===== src/core/sdc_pkg.sv =====
`default_nettype none
package sdc_pkg;
	// descriptor record and selector layout
	localparam int SDC_DESC_BYTES = 8;
	localparam int SEL_TABLE_BIT = 2;
	localparam int SEL_IDX_LSB = 3;
	localparam int AR_P = 7;
	localparam int AR_PRIV_HI = 6;
	localparam int AR_PRIV_LO = 5;
	localparam int AR_S = 4;
	localparam int AR_E = 3;
	localparam int AR_EC = 2;
	localparam int AR_WR = 1;
	localparam int AR_A = 0;
	localparam int AR_TYPE_HI = 2;
	localparam int WORD_HI_LSB = 8;
	// system descriptor types
	localparam logic [2:0] SYS_TASK_FREE = 3'h1;
	localparam logic [2:0] SYS_LOCAL_TABLE = 3'h2;
	localparam logic [2:0] SYS_TASK_BUSY = 3'h3;
	// exception vectors
	localparam logic [7:0] EXC_GP = 8'h0D;
	localparam logic [7:0] EXC_NP = 8'h0B;
	// word positions inside the 8-byte record
	localparam logic [1:0] WORD_LIMIT = 2'h0;
	localparam logic [1:0] WORD_BASE_LO = 2'h1;
	localparam logic [1:0] WORD_BASE_HI = 2'h2;
	localparam logic [1:0] WORD_LAST = 2'h3;
	localparam logic [23:0] WORD_STEP = 24'h000002;
	localparam logic [16:0] DESC_LAST_BYTE = 17'h00007;
	localparam logic [2:0] SEL_IDX_ZERO = 3'h0;
	localparam int SEG_COUNT = 4;

	typedef struct packed {
		logic [7:0] access;
		logic [23:0] base;
		logic [15:0] limit;
	} sdc_desc_t;

	typedef struct packed {
		logic present;
		logic [1:0] descriptor_priv_level;
		logic isSeg;
		logic isCode;
		logic expand_direction;
		logic writable;
		logic conforming;
		logic readable;
		logic isTaskSeg;
		logic isLocalTable;
		logic privChecked;
	} sdc_attr_t;

	typedef enum logic [1:0] {
		ST_IDLE = 2'b00,
		ST_FETCH = 2'b01,
		ST_CHECK = 2'b10,
		ST_MARK = 2'b11
	} sdc_state_t;
endpackage
`default_nettype wire


===== src/core/sdc_attr_decode.sv =====
`timescale 1ns/1ps
`default_nettype none
module sdc_attr_decode
	import sdc_pkg::*;
(
	input wire logic [7:0] access,
	output sdc_attr_t attr
);
	logic [2:0] sysType;
	assign sysType = access[AR_TYPE_HI:AR_A];
	// access-rights byte fields
	always_comb begin
		attr.present = access[AR_P];
		attr.descriptor_priv_level = access[AR_PRIV_HI:AR_PRIV_LO];
		attr.isSeg = access[AR_S];
		attr.isCode = access[AR_S] & access[AR_E];
		attr.expand_direction = access[AR_EC] & ~access[AR_E];
		attr.writable = access[AR_WR] & ~access[AR_E];
		attr.conforming = access[AR_EC] & access[AR_E];
		attr.readable = ~access[AR_E] | access[AR_WR];
		attr.isTaskSeg = ~access[AR_S] & (sysType == SYS_TASK_FREE || sysType == SYS_TASK_BUSY);
		attr.isLocalTable = ~access[AR_S] & (sysType == SYS_LOCAL_TABLE);
		attr.privChecked = access[AR_S] | attr.isTaskSeg;
	end
endmodule
`default_nettype wire


===== src/core/sdc_cache_slot.sv =====
`timescale 1ns/1ps
`default_nettype none
module sdc_cache_slot
	import sdc_pkg::*;
(
	input wire logic ref_clk,
	input wire logic reset,
	input wire logic wrEn,
	input wire sdc_desc_t wrDesc,
	output sdc_desc_t desc,
	output logic loaded
);
	// hidden descriptor copy, cleared by reset, otherwise changes only on a reload of its register
	always_ff @(posedge ref_clk or posedge reset) begin
		if (reset) begin
			desc <= '0;
			loaded <= 1'b0;
		end else if (wrEn) begin
			desc <= wrDesc;
			loaded <= 1'b1;
		end
	end
endmodule
`default_nettype wire


===== src/core/sdc_check.sv =====
`timescale 1ns/1ps
`default_nettype none
module sdc_check
	import sdc_pkg::*;
(
	input wire logic ref_clk,
	input wire logic reset,
	input wire logic loadReq,
	input wire logic [1:0] loadSeg,
	input wire logic [15:0] loadSel,
	input wire logic [23:0] globalTableBase,
	input wire logic [15:0] globalTableLimit,
	input wire logic [23:0] localTableBase,
	input wire logic [15:0] localTableLimit,
	output logic loadBusy,
	output logic loadDone,
	output logic loadFault,
	output logic [7:0] loadVector,
	output logic [15:0] loadedSel,
	output logic [1:0] loadedSeg,
	output logic busReq,
	output logic busWrite,
	output logic busLock,
	output logic [23:0] busAddr,
	output logic [15:0] busWData,
	input wire logic [15:0] busRData,
	input wire logic busAck,
	input wire logic accReq,
	input wire logic [1:0] accSeg,
	input wire logic [15:0] accOffset,
	input wire logic accWrite,
	input wire logic accExec,
	input wire logic [1:0] current_priv_level,
	output logic accDone,
	output logic accFault,
	output logic [7:0] accVector,
	output logic [23:0] physAddr
);
	sdc_state_t state_reg;
	logic [1:0] wordCnt_reg;
	logic [1:0] seg_reg;
	logic [15:0] sel_reg;
	logic [23:0] descAddr_reg;
	sdc_desc_t fetch_reg;
	sdc_attr_t fetchAttr;
	sdc_attr_t useAttr;
	sdc_desc_t slotDesc [SEG_COUNT];
	logic slotLoaded [SEG_COUNT];
	logic [SEG_COUNT-1:0] slotWe;
	sdc_desc_t useDesc;
	logic useLoaded;
	logic selLocal;
	logic [23:0] tblBase;
	logic [15:0] tblLimit;
	logic [15:0] selOffset;
	logic overLimit;
	logic commit;
	logic inLimit;
	logic rightsOk;
	logic [23:0] sumAddr;

	// selector split and table bounds check
	assign selLocal = loadSel[SEL_TABLE_BIT];
	assign selOffset = {loadSel[15:SEL_IDX_LSB], SEL_IDX_ZERO};
	assign tblBase = selLocal ? localTableBase : globalTableBase;
	assign tblLimit = selLocal ? localTableLimit : globalTableLimit;
	assign overLimit = ({1'b0, selOffset} + DESC_LAST_BYTE) > {1'b0, tblLimit};
	assign commit = (state_reg == ST_MARK) && busAck;

	sdc_attr_decode u_fetchDecode (
		.access(fetch_reg.access),
		.attr(fetchAttr)
	);

	// one hidden cache slot per segment register
	genvar g;
	generate
		for (g = 0; g < SEG_COUNT; g++) begin : gSlot
			assign slotWe[g] = commit && (seg_reg == 2'(g));
			sdc_cache_slot u_slot (
				.ref_clk(ref_clk),
				.reset(reset),
				.wrEn(slotWe[g]),
				.wrDesc(fetch_reg),
				.desc(slotDesc[g]),
				.loaded(slotLoaded[g])
			);
		end
	endgenerate

	// load sequencer: bounds, locked fetch, check, accessed-bit write
	always_ff @(posedge ref_clk or posedge reset) begin
		if (reset) begin
			state_reg <= ST_IDLE;
			wordCnt_reg <= WORD_LIMIT;
			seg_reg <= 2'h0;
			sel_reg <= 16'h0000;
			descAddr_reg <= 24'h000000;
		end else begin
			unique case (state_reg)
				ST_IDLE: begin
					if (loadReq && !overLimit) begin
						state_reg <= ST_FETCH;
						wordCnt_reg <= WORD_LIMIT;
						seg_reg <= loadSeg;
						sel_reg <= loadSel;
						descAddr_reg <= tblBase + {8'h00, selOffset};
					end
				end
				ST_FETCH: begin
					if (busAck) begin
						wordCnt_reg <= wordCnt_reg + 2'h1;
						if (wordCnt_reg == WORD_LAST) begin
							state_reg <= ST_CHECK;
						end
					end
				end
				ST_CHECK: begin
					if (fetchAttr.present && fetchAttr.isSeg) begin
						state_reg <= ST_MARK;
					end else begin
						state_reg <= ST_IDLE;
					end
				end
				ST_MARK: begin
					if (busAck) begin
						state_reg <= ST_IDLE;
					end
				end
			endcase
		end
	end

	// gather the descriptor words
	always_ff @(posedge ref_clk or posedge reset) begin
		if (reset) begin
			fetch_reg <= '0;
		end else if (state_reg == ST_FETCH && busAck) begin
			unique case (wordCnt_reg)
				WORD_LIMIT: fetch_reg.limit <= busRData;
				WORD_BASE_LO: fetch_reg.base[15:0] <= busRData;
				WORD_BASE_HI: begin
					fetch_reg.base[23:16] <= busRData[WORD_HI_LSB-1:0];
					fetch_reg.access <= busRData[15:WORD_HI_LSB];
				end
				WORD_LAST: ; // reserved word, read to complete the record
			endcase
		end
	end

	// bus master signals, lock spans fetch and update
	always_ff @(posedge ref_clk or posedge reset) begin
		if (reset) begin
			busReq <= 1'b0;
			busWrite <= 1'b0;
			busLock <= 1'b0;
			busAddr <= 24'h000000;
			busWData <= 16'h0000;
		end else begin
			unique case (state_reg)
				ST_IDLE: begin
					if (loadReq && !overLimit) begin
						busReq <= 1'b1;
						busLock <= 1'b1;
						busWrite <= 1'b0;
						busAddr <= tblBase + {8'h00, selOffset};
					end
				end
				ST_FETCH: begin
					if (busAck) begin
						busAddr <= busAddr + WORD_STEP;
						if (wordCnt_reg == WORD_LAST) begin
							busReq <= 1'b0;
						end
					end
				end
				ST_CHECK: begin
					if (fetchAttr.present && fetchAttr.isSeg) begin
						busReq <= 1'b1;
						busWrite <= 1'b1;
						busAddr <= descAddr_reg + WORD_STEP + WORD_STEP;
						busWData <= {fetch_reg.access | 8'h01, fetch_reg.base[23:16]};
					end else begin
						busLock <= 1'b0;
					end
				end
				ST_MARK: begin
					if (busAck) begin
						busReq <= 1'b0;
						busWrite <= 1'b0;
						busLock <= 1'b0;
					end
				end
			endcase
		end
	end

	// load status towards the segment register file
	always_ff @(posedge ref_clk or posedge reset) begin
		if (reset) begin
			loadBusy <= 1'b0;
			loadDone <= 1'b0;
			loadFault <= 1'b0;
			loadVector <= 8'h00;
			loadedSel <= 16'h0000;
			loadedSeg <= 2'h0;
		end else begin
			loadDone <= commit;
			loadFault <= 1'b0;
			loadBusy <= (state_reg == ST_IDLE) ? (loadReq && !overLimit) : !commit &&
				!(state_reg == ST_CHECK && !(fetchAttr.present && fetchAttr.isSeg));
			if (commit) begin
				loadedSel <= sel_reg;
				loadedSeg <= seg_reg;
			end
			if (state_reg == ST_IDLE && loadReq && overLimit) begin
				loadFault <= 1'b1;
				loadVector <= EXC_GP;
			end else if (state_reg == ST_CHECK && !fetchAttr.present) begin
				loadFault <= 1'b1;
				loadVector <= EXC_NP;
			end else if (state_reg == ST_CHECK && !fetchAttr.isSeg) begin
				loadFault <= 1'b1;
				loadVector <= EXC_GP;
			end
		end
	end

	// access check against the cached descriptor
	assign useDesc = slotDesc[accSeg];
	assign useLoaded = slotLoaded[accSeg];
	sdc_attr_decode u_useDecode (
		.access(useDesc.access),
		.attr(useAttr)
	);
	assign sumAddr = useDesc.base + {8'h00, accOffset};
	assign inLimit = useAttr.expand_direction ? (accOffset > useDesc.limit) :
		(accOffset <= useDesc.limit);
	always_comb begin
		rightsOk = 1'b1;
		if (accWrite && (useAttr.isCode || !useAttr.writable)) begin
			rightsOk = 1'b0;
		end
		if (!accWrite && !accExec && !useAttr.readable) begin
			rightsOk = 1'b0;
		end
		if (accExec && (!useAttr.isCode || (useAttr.conforming && useAttr.privChecked &&
			current_priv_level < useAttr.descriptor_priv_level))) begin
			rightsOk = 1'b0;
		end
	end

	// registered answer; a fault holds the address at its old value
	always_ff @(posedge ref_clk or posedge reset) begin
		if (reset) begin
			accDone <= 1'b0;
			accFault <= 1'b0;
			accVector <= 8'h00;
			physAddr <= 24'h000000;
		end else begin
			accDone <= accReq;
			accFault <= 1'b0;
			if (accReq) begin
				if (!useLoaded || !useAttr.present) begin
					accFault <= 1'b1;
					accVector <= EXC_NP;
				end else if (!inLimit || !rightsOk) begin
					accFault <= 1'b1;
					accVector <= EXC_GP;
				end else begin
					physAddr <= sumAddr;
				end
			end
		end
	end

	property p_lock_held;
		@(posedge ref_clk) disable iff (reset) busReq |-> busLock;
	endproperty
	a_lock_held: assert property (p_lock_held) else $error("bus request without lock");
	property p_req_hold;
		@(posedge ref_clk) disable iff (reset) busReq && !busAck |=> busReq && $stable(busAddr);
	endproperty
	a_req_hold: assert property (p_req_hold) else $error("request dropped before ack");
	property p_four_words;
		@(posedge ref_clk) disable iff (reset)
			state_reg == ST_FETCH && busAck && wordCnt_reg == WORD_LAST |=> state_reg == ST_CHECK && !busReq;
	endproperty
	a_four_words: assert property (p_four_words) else $error("record not closed after fourth word");
	property p_mark_set;
		@(posedge ref_clk) disable iff (reset) busReq && busWrite |-> busWData[WORD_HI_LSB + AR_A];
	endproperty
	a_mark_set: assert property (p_mark_set) else $error("accessed bit not set in write");
	property p_np_fault;
		@(posedge ref_clk) disable iff (reset)
			state_reg == ST_CHECK && !fetchAttr.present |=> loadFault && loadVector == EXC_NP && !busLock;
	endproperty
	a_np_fault: assert property (p_np_fault) else $error("missing not-present fault");
	property p_table_limit;
		@(posedge ref_clk) disable iff (reset)
			state_reg == ST_IDLE && loadReq && overLimit |=> loadFault && loadVector == EXC_GP && !busReq;
	endproperty
	a_table_limit: assert property (p_table_limit) else $error("table limit not enforced");
	property p_no_cache_on_fault;
		@(posedge ref_clk) disable iff (reset) loadFault |-> $stable(loadedSel) && !loadDone;
	endproperty
	a_no_cache_on_fault: assert property (p_no_cache_on_fault) else $error("state changed on failed load");
	property p_addr_sum;
		@(posedge ref_clk) disable iff (reset)
			accReq && useLoaded && useAttr.present && inLimit && rightsOk |=> !accFault && physAddr == $past(sumAddr);
	endproperty
	a_addr_sum: assert property (p_addr_sum) else $error("wrong physical address");
	property p_code_write;
		@(posedge ref_clk) disable iff (reset)
			accReq && accWrite && useAttr.isCode |=> accFault && $stable(physAddr);
	endproperty
	a_code_write: assert property (p_code_write) else $error("code write not refused");
	property p_expand_down;
		@(posedge ref_clk) disable iff (reset)
			accReq && useLoaded && useAttr.present && useAttr.expand_direction && accOffset <= useDesc.limit
			|=> accFault;
	endproperty
	a_expand_down: assert property (p_expand_down) else $error("expand-down limit not enforced");
	c_load_done: cover property (@(posedge ref_clk) disable iff (reset) loadDone);
	c_load_np: cover property (@(posedge ref_clk) disable iff (reset) loadFault && loadVector == EXC_NP);
	c_acc_ok: cover property (@(posedge ref_clk) disable iff (reset) accDone && !accFault);
endmodule
`default_nettype wire


===== config.mk =====
export PLATFORM = sky130hd
export DESIGN_NAME = sdc_check
export DESIGN_NICKNAME = d
export VERILOG_FILES = /design/src/core/sdc_pkg.sv /design/src/core/sdc_attr_decode.sv /design/src/core/sdc_cache_slot.sv /design/src/core/sdc_check.sv
export SDC_FILE = /design/constraint.sdc
export NUM_CORES = 1
export LEC_CHECK = 0
export BUFFER_PORTS_ARGS = -buffer_cell sky130_fd_sc_hd__buf_2
export CAP_MARGIN = 10
export CORE_ASPECT_RATIO = 1.1
export CORE_MARGIN = 5
export CORE_UTILIZATION = 53
export DETAILED_ROUTE_END_ITERATION = 8
export HOLD_SLACK_MARGIN = 0.06
export PLACE_DENSITY = 0.77
export SYNTH_ARGS = -nofsm -noshare
export SYNTH_HDL_FRONTEND = slang
export SYNTH_SLANG_ARGS = --single-unit

===== constraint.sdc =====
create_clock -name ref_clk -period 14.75 [get_ports ref_clk]
set_input_delay 3.6875 -clock ref_clk [delete_from_list [all_inputs] [get_ports ref_clk]]
set_output_delay 3.6875 -clock ref_clk [all_outputs]
set_load 0.05 [all_outputs]

Word-level counts from Yosys, hierarchy flattened. Cells that the tools add are included. W data, S select, Z words.

Reductions and logical operators: 61. $lt $le $gt $ge: 5. Bitwise gates (word level): 12. Add/subtract/negate cells: 7. Equality and inequality tests: 17. Mux-type cells: 47.

Operators with widths (count): $bmux W48 S2 (1); $mux W24 (4); $mux W48 (2); $add A24 B2 Y24 const B (3); $pmux W24 S3 (1); $add A24 B16 Y24 (2); $mux W8 (5); $logic_and A1 B1 Y1 (20); $mux W1 (20); $add A16 B3 Y17 const B (1); $gt A17 B16 Y1 (1); $gt A16 B16 Y1 (1); $le A16 B16 Y1 (1); $mux W16 (1); $reduce_and A4 Y1 (4); $logic_not A1 Y1 (15); $mux W2 (7); $eq A2 B2 Y1 const B (6); $ne A2 B2 Y1 const B (6); $reduce_and A2 Y1 (6); $reduce_bool A3 Y1 (3); $pmux W2 S4 (1); $eq A2 B1 Y1 const B (3); $logic_not A2 Y1 (3); other kinds (17) (32).

Word-level logic and storage cells: 189. Input port bits: 141. Register bits after elaboration: 396. Output and inout port bits: 106.

Logic depth before layout (Yosys ltp). Gate-level depths: netlist of the first run.

Depth after elaboration: 18. Gate-level depth with buffers: 16.

Hierarchy. A second synthesis of the first run with hierarchy kept.

Cell total of the unflattened synthesis: 1571. Area, all modules: 20010.4 um^2.

By module, submodules not included: sdc_check (cells an instance 1129, seq. area each 4754.6 um^2, times used 1, area each 12400.6 um^2); sdc_cache_slot (cells an instance 104, seq. area each 1226.2 um^2, times used 4, area each 1855.5 um^2); sdc_attr_decode (cells an instance 13, seq. area each 0.0 um^2, times used 2, area each 93.8 um^2).

Worst setup path before layout of the first run. Ideal clock, no wire load.

Path kind: input to register. From: input port accSeg[1]. To: register physAddr[19]. Data required time: 14668 ps. Library setup time: 82 ps. Setup slack: 7155 ps. Arrival time: 7513 ps. Buffers on the path: 3. Stages on the path: 12. Cell sequence: buf_6 buf_1 buf_1 mux4_2 ha_1 o21a_1 o21ai_0 or4b_2 nand3_1 a41oi_1 or3_1 a31oi_1.

Longest elaborated chain between the ends: 17. Elaborated cells between the ends (all ways): 46. Classes of those cells: add/sub (1); order compare (3); eq/ne (2); mux (10); bitwise (12); reduce/logical (18).

Ends and longest elaborated chain: start, declared (RTL line sdc_check.sv:29) `input wire logic [1:0] accSeg,`; $not A2 Y3 (not written as such) (*) (RTL line sdc_check.sv:230, sdc_check.sv:231); branches (longest 16 deep; another with $le A16 B16 Y1); end signal, assigned (RTL line sdc_check.sv:271) `physAddr <= sumAddr;`; end, declared (RTL line sdc_check.sv:37) `output logic [23:0] physAddr`.

Mark *: on every way between the ends. The select of a mux whose other input is x is not followed. A chain may end at the register's enable or synchronous reset.

Final worst setup path of the first run.
From: input port loadSel[2]. To: register busAddr[16].

Longest elaborated chain between the ends: 6. Elaborated cells between the ends (all ways): 10. Classes of those cells: add/sub (1); order compare (1); eq/ne (1); mux (4); reduce/logical (3).

Ends and longest elaborated chain: start, declared (RTL line sdc_check.sv:10) `input wire logic [15:0] loadSel,`; $mux W16 (RTL line sdc_check.sv:66) `assign tblLimit = selLocal ? localTableLimit : globalTableLimit;`; $gt A17 B16 Y1 (RTL line sdc_check.sv:67) `assign overLimit = ({1'b0, selOffset} + DESC_LAST_BYTE) > {1'b0, tblLimit};`; $logic_not A1 Y1 (RTL line sdc_check.sv:162) `if (loadReq && !overLimit) begin`; $logic_and A1 B1 Y1 (RTL line sdc_check.sv:162); $ne A2 B2 Y1 (no line); $reduce_and A4 Y1 (no line); end signal, assigned (RTL line sdc_check.sv:166) `busAddr <= tblBase + {8'h00, selOffset};`; end signal, assigned (RTL line sdc_check.sv:171) `busAddr <= busAddr + WORD_STEP;`; end signal, assigned (RTL line sdc_check.sv:181) `busAddr <= descAddr_reg + WORD_STEP + WORD_STEP;`; end, declared (RTL line sdc_check.sv:24) `output logic [23:0] busAddr,`.

Parallel ways exist; a longest one is shown, timed or not. The select of a mux whose other input is x is not followed.

==> metrics.md, run 1 <==
| Metric | Value |
|---|---|
| Hold buffer count at cts | `0` |
| Total track usage | `24.98%` |
| Startpoint Class | `primary input` |
| WL final | `50,690 µm` |
| Leakage power | `10.63 nW` |
| Main synth FF type | `dfrtp_1` |
| Max reg flops | `188` |
| Vias in the first global route | `14,270` |
| CP dominant cell by count | `or3_1` |
| Seq cells post-synth | `381` |
| Fmax | `140.3 MHz` |
| Outcome | `completed` |
| Layout Nets | `1,995` |
| Slew @ Worst Pin | `1178 ps` |
| Routed via count | `13,830` |
| Cells after DPL | `2,226` |
| Starting Density | `53.82%` |
| Critical path class | `in -> reg` |
| Reg2reg path depth | `9` |
| Root Driver | `clkbuf_16` |
| Worst VDD drop | `0.1811 mV` |
| Top post-synthesis cells by count | `dfrtp_1 (381), mux2_2 (323), nand2_1 (85)` |
| Met3 Track Usage GR | `4.992%` |
| RSZ-0062 raised after global routing | `false` |
| Worst path cell trace | `buf_2 > mux2i_1 > ha_1 > a21oi_1 > o21a_1 > o21ai_0 > or3_1 > and2_1 > nor4_1 > or3_1` |
| H-Tree Depth | `2` |
| Resize count post-CTS | `0` |
| Num CTS Buffers | `41` |
| Syn_area_per_cell | `12.49 µm²` |
| Syn-to-layout area delta | `15.09%` |
| Setup TNS | `0 ps` |
| Worst hold path class | `reg -> reg` |
| Power density over the cells | `211.8 nW/µm²` |
| Worst Hold Path EP | `busWData[12]` |
| Largest net degree at the start of global routing | `177` |
| Hold Startpoint | `busWData[12]` |
| Count of different cell masters after synthesis | `72` |
| Mapped Area | `19,520 µm²` |
| Die Height | `211.3 µm` |
| Dpl hpwl | `35,160 µm` |
| Final-report setup violation count | `0` |
| Starting DRT DRC Count | `789` |
| CP endpoint kind | `register` |
| Fin area | `22,460 µm²` |
| Seq/Total Area, Yosys | `48.85%` |
| Final-report hold violation count | `0` |
| Dpl cell area | `21,110 µm²` |
| Row count | `73` |
| Skew final | `13.39 ps` |
| Crit-path slowest cell | `and2_1` |
| CTS Buffer Depth | `3` |
| DRC viols | `0` |
| Final WS setup | `7622 ps` |
| Hold_ws | `459.1 ps` |
| WL/cell | `22.02 µm` |
| Fraction of layout cells with a size suffix above 1 | `39.00%` |
| Die X-Extent | `193.0 µm` |
| I/O pin count | `247` |
| Met2 Resource Use GR | `41.92%` |
| Largest stage delay, worst path | `890 ps` |
| Max-Cap Viols | `0` |
| FF-to-FF End | `busAddr[16]` |
| CTS tree | `done` |
| Final slew viol count | `0` |
| Reg2reg start | `state_reg[1]` |
| GR peak layer | `met2` |
| Post-Place Setup Slack | `7055 ps` |
| Worst Path Max Fanout | `44` |
| Core Footprint | `36,260 µm²` |
| Crit path DAT | `7550 ps` |
| Clk slew on worst S/H paths | `60 ps` |
| Clock sinks | `381` |
| # Post-CTS Setup Buffers | `0` |
| YS warnings | `0` |
| GPL Wtd Cong | `0.9069` |
| Mapped Cells | `1,563` |
| Final worst-path cycle share | `48.32%` |
| Final Core Density | `61.95%` |
| Tot Pwr | `4.758 mW` |
| Async S/R FF share, synth | `100.0%` |
| Post-route non-filler standard cell count | `2,302` |
| Most frequent cell after synthesis | `dfrtp_1` |
| Fin crit period | `7128 ps` |
| Flop2flop setup slack | `10,310 ps` |
| WP buf/inv | `1` |
| IO Port Bufs | `238` |
| EDFF count, synth | `0` |
| Post-route ant nets | `0` |
| WHS Path Cells | `1` |
| Rel. slew slack | `20.77%` |
| Detailed Routing Iterations Pass 1 | `5` |
| Met1 usage | `32.88%` |
| First-pass GRT wire length | `79,800 µm` |
| Largest area contributor in the netlist | `dfrtp_1` |
| GR Overflow Total | `0` |
| Clock latency on the worst-skew pair | `550 ps` |
| Via density | `6.006` |
| Initial antenna violation count | `4` |
| Die area | `40,770 µm²` |
| CP delay by family, top | `simple AND/OR/NAND/NOR gates` |
| Top-area cell type share of the netlist area | `48.85%` |
| Worst path required time | `15,170 ps` |
| Dominant cells by area after synthesis | `dfrtp_1 (49%), mux2_2 (19%), mux4_2 (5.4%), ha_1 (4.4%), xnor2_1 (2.0%)` |
[layout by cell type (no fill, tap or decap), drive strengths merged, types with 4 or more instances in the layout]
cell type	count
xnor2	44
dfrtp	381
and2	9
or3	10
o31a	5
a221oi	11
nor2b	7
mux2	323
o21ai	49
xor2	25
conb	8
o211ai	8
a22oi	4
o21a	10
nand2	85
a311oi	4
nand4	25
a21o	7
nand3	46
clkinv	18
o41ai	4
buf	252
ha	69
mux2i	26
and4	5
nand3b	4
a21boi	4
nand2b	16
mux4	47
clkbuf	53
nor2	51
nor3	13
and3	8
inv	47
o31ai	11
a31oi	12
nor4	7
a21oi	52
[where the power goes]
part	internal [mW]	switching (mW)
Clock	0.585	0.423
Combinational	0.777	1.14
Sequential	1.48	0.346
[routing by layer]
layer,share of wire [%],vias up
met5,0.053,-
met3,6.9,110
met2,49,490
met1,40,7029
li1,-,6193
met4,3.3,4
[logic make-up after synthesis]
logic type | after synthesis | share of synthesized area (%)
xor+xnor | 69 | 3.096
flops | 381 | 48.85
buf+inv | 130 | 2.814
simple gates | 292 | 7.398
mux | 396 | 25.39
other cells | 1 | 0.01921
fa+ha+maj | 71 | 4.629
compound gates | 223 | 7.802
[how the worst max path moves through the flow]
stage	slack (ps)	startpoint	depth (start not counted)	endpoint
global route	7250	loadSel[2]	10	busAddr[16]
CTS	7630	loadSel[2]	10	busAddr[16]
finish	7620	loadSel[2]	10	busAddr[16]
global placement	7080	loadSel[2]	10	busAddr[16]
detailed placement	7050	loadSel[2]	10	busAddr[16]
floorplan	480	reset	1	accDone
[area by class of cell]
type,instances,area [µm²]
fill,2867,13800
inverter,48,187.7
clock inverter,20,177.7
multi-input combinational,1059,9478
timing repair buffer,252,1329
tap,487,609.3
sequential,381,9534
clock buffer,53,1142
antenna,2,5.005
Note: power is estimated with default switching activity, not from simulation.
==> run 2, diff against run 1 <==
- CORE_UTILIZATION: 53 -> 59
- PLACE_DENSITY: 0.77 -> 0.81
- clock period: 14.75 -> 7.05 ns (I/O delays scaled with it)
==> run 2 against run 1 <==
- flip-flop and latch count stayed put
- non-clock buffer count rose by 5
- worst hold slack better by 13 ps
- critical endpoint is now busAddr[17]
- sequential power rose by 110%
- final area stayed put
- utilization rose by 7.3 points
- wire length up 1.6%
- register-to-register slack got worse by 7100 ps
- largest power group unchanged
- critical path depth rose by 3
==> metrics.md, run 2 (synthesized netlist as in run 1, its figures left out) <==
| Metric | Value |
|---|---|
| Hold_ws | `471.8 ps (+12.60 ps)` |
| Hold buffer count at cts | `0 (unchanged)` |
| Max-Cap Viols | `0 (unchanged)` |
| Psw | `4.054 mW (+110%)` |
| Diode count | `0 (-2)` |
| WHS Path Cells | `1 (unchanged)` |
| Skew final | `11.07 ps (-2.324 ps)` |
| Flop2flop setup slack | `3230 ps (-7080 ps)` |
| Final Core Density | `69.20% (+7.3 points)` |
| Die Height | `200.8 µm (-5.0%)` |
| GR Overflow Total | `0 (unchanged)` |
| Leakage power | `10.67 nW (+0.37%)` |
| FF-to-FF End | `busAddr[16]` |
| Fin crit period | `5112 ps` |
| Core Footprint | `32,460 µm² (-10%)` |
| Vias in the first global route | `15,000 (+5.1%)` |
| Combinational power share | `39.9% (-0.5 points)` |
| Resize count post-CTS | `0 (unchanged)` |
| WL/cell | `22.98 µm (+4.4%)` |
| Clk pwr share | `21.8% (+0.6 points)` |
| GPL Wtd Cong | `0.9062 (about the same)` |
| Fmax | `195.6 MHz` |
| Clock sinks | `381 (unchanged)` |
| Post-route ant nets | `0 (unchanged)` |
| Rel. slew slack | `23.95% (+3.2 points)` |
| Max reg flops | `188 (unchanged)` |
| Final-report setup violation count | `0 (unchanged)` |
| Final slew viol count | `0 (unchanged)` |
| Crit path DAT | `5500 ps (-2050 ps)` |
| Num CTS Buffers | `40 (-2.4%)` |
| Clk slew on worst S/H paths | `60 ps (about the same)` |
| Worst path required time | `7440 ps (-7730 ps)` |
| Row count | `69 (-5.5%)` |
| Worst hold path class | `reg -> reg` |
| Crit-path slowest cell | `a21oi_1` |
| Via density | `6.230 (+3.7%)` |
| Fraction of layout cells with a size suffix above 1 | `39.04% (+0.046 points)` |
| Crit path from | `loadSel[2]` |
| Int Pwr | `6.070 mW (+110%)` |
| Commonest non-fill, non-tap cell in the layout | `dfrtp_1` |
| Worst path cell trace | `buf_2 > buf_4 > mux2_2 > ha_1 > inv_1 > fa_1 > nor2b_1 > o31a_1 > o2111ai_1 > a21oi_1 > o32ai_1 > a2111oi_0 > o41ai_1` |
| Detailed Routing Iterations Pass 1 | `5 (unchanged)` |
| Setup TNS | `0 ps (unchanged)` |
| Starting Density | `60.13% (+6.3 points)` |
| Switch share | `40.05% (-0.16 points)` |
| Worst VDD drop | `0.3737 mV (+110%)` |
| Reg2reg path depth | `9 (unchanged)` |
| Layout Nets | `1,999 (+0.20%)` |
| H-Tree Depth | `2 (unchanged)` |
| Routed via count | `13,970 (+1.0%)` |
| Slew @ Worst Pin | `1138 ps (-40.07 ps)` |
| Starting DRT DRC Count | `1,012 (+28%)` |
| I/O pin count | `247 (unchanged)` |
| Most frequent cells in the layout | `dfrtp_1 (381), mux2_2 (323), buf_2 (238)` |
| Syn-to-layout area delta | `15.09% (unchanged)` |
| Total track usage | `27.85% (+2.9 points)` |
| Die area | `36,820 µm² (-9.7%)` |
| Largest net degree at the start of global routing | `196 (+11%)` |
| Final worst-path cycle share | `72.51%` |
| CTS tree | `done` |
| CTS Buffer Depth | `3 (unchanged)` |
| Hold Startpoint | `gSlot[2].u_slot.loaded` |
| Critical path class | `in -> reg` |
| Power density over the cells | `450.7 nW/µm² (+110%)` |
| Initial antenna violation count | `3 (-1)` |
| RSZ-0062 raised after global routing | `false` |
| Dpl hpwl | `36,080 µm (+2.6%)` |
| IO Port Bufs | `238 (unchanged)` |
| Sequential Power Share | `38.2% (-0.2 points)` |
| Outcome | `completed` |
| Worst Path Max Fanout | `31 (-30%)` |
| Largest stage delay, worst path | `620 ps (-270 ps)` |
| Startpoint Class | `primary input` |
| # Post-CTS Setup Buffers | `0 (unchanged)` |
| DRC viols | `0 (unchanged)` |
| Final-report hold violation count | `0 (unchanged)` |
| CP endpoint kind | `register` |
| Clock latency on the worst-skew pair | `550 ps (about the same)` |
| WL final | `51,520 µm (+1.6%)` |
| Root Driver | `clkbuf_16` |
| Die X-Extent | `183.4 µm (-5.0%)` |
| Worst Hold Path EP | `gSlot[2].u_slot.loaded` |
| First-pass GRT wire length | `81,810 µm (+2.5%)` |
| Reg2reg start | `state_reg[0]` |
## run 2: cell types whose count changed in the layout (fill, tap and decap cells not counted), sizes merged
cell | before | now
clkbuf | 53 | 57
clkinv | 18 | 10
buf | 252 | 257
diode | 2 | 0
bufinv | 2 | 5
inv | 47 | 46
## run 2: critical path, delay by kind of cell
family,cells,cell delay [ps]
AOI/OAI and AO/OA,6,1860
adders and majority gates,2,590
buffers and inverters,3,840
muxes,1,240
and+or+nand+nor,1,180
## run 2: metal layers
metal  share of wire [%]  routed length, µm  up-vias  GRT usage (%)
li1                    -                  -     6179              -
met1                  39              19930     7086          34.98
met2                  51              26430      566          48.32
met3                 6.8               3491      131          5.618
met4                 3.1               1613        6          9.101
met5               0.091                 47        -              0
## run 2: power groups by stage
stage	registers (mW)	logic (mW)	clock network (mW)
floorplan	4.43	2.30	0
global placement	3.81	3.88	0
detailed placement	3.87	4.00	0
CTS	3.86	4.04	2.24
global route	3.98	4.33	2.33
finish	3.87	4.04	2.21
## run 2: cell type report
| cell class | instances | area, µm² |
|---|---|---|
| fill | 2359 | 9998 |
| multi-input combinational | 1059 | 9478 |
| clock inverter | 14 | 210.2 |
| tap | 426 | 533.0 |
| sequential | 381 | 9534 |
| clock buffer | 57 | 1165 |
| timing repair buffer | 257 | 1359 |
| inverter | 48 | 183.9 |
## run 2: stage by stage
stage	power, mW	worst slack, ps	cells	area (µm²)
finish	10.12	1938	2242	22460
global route	10.64	1768	2242	22460
CTS	10.13	1997	2242	22460
detailed placement	7.865	1433	2171	21090
global placement	7.692	1566	2171	21090
floorplan	6.724	167.5	1570	19550
## run 2: worst max path at each step
stage / cells past startpoint / endpoint / slack, ps
2_1_floorplan: 1 / accDone / 170
3_3_place_gp: 13 / busAddr[17] / 1570
4_1_cts: 13 / busAddr[17] / 2000
5_1_grt: 13 / busAddr[17] / 1770
6_report: 13 / busAddr[17] / 1940
3_5_place_dp: 13 / busAddr[17] / 1430
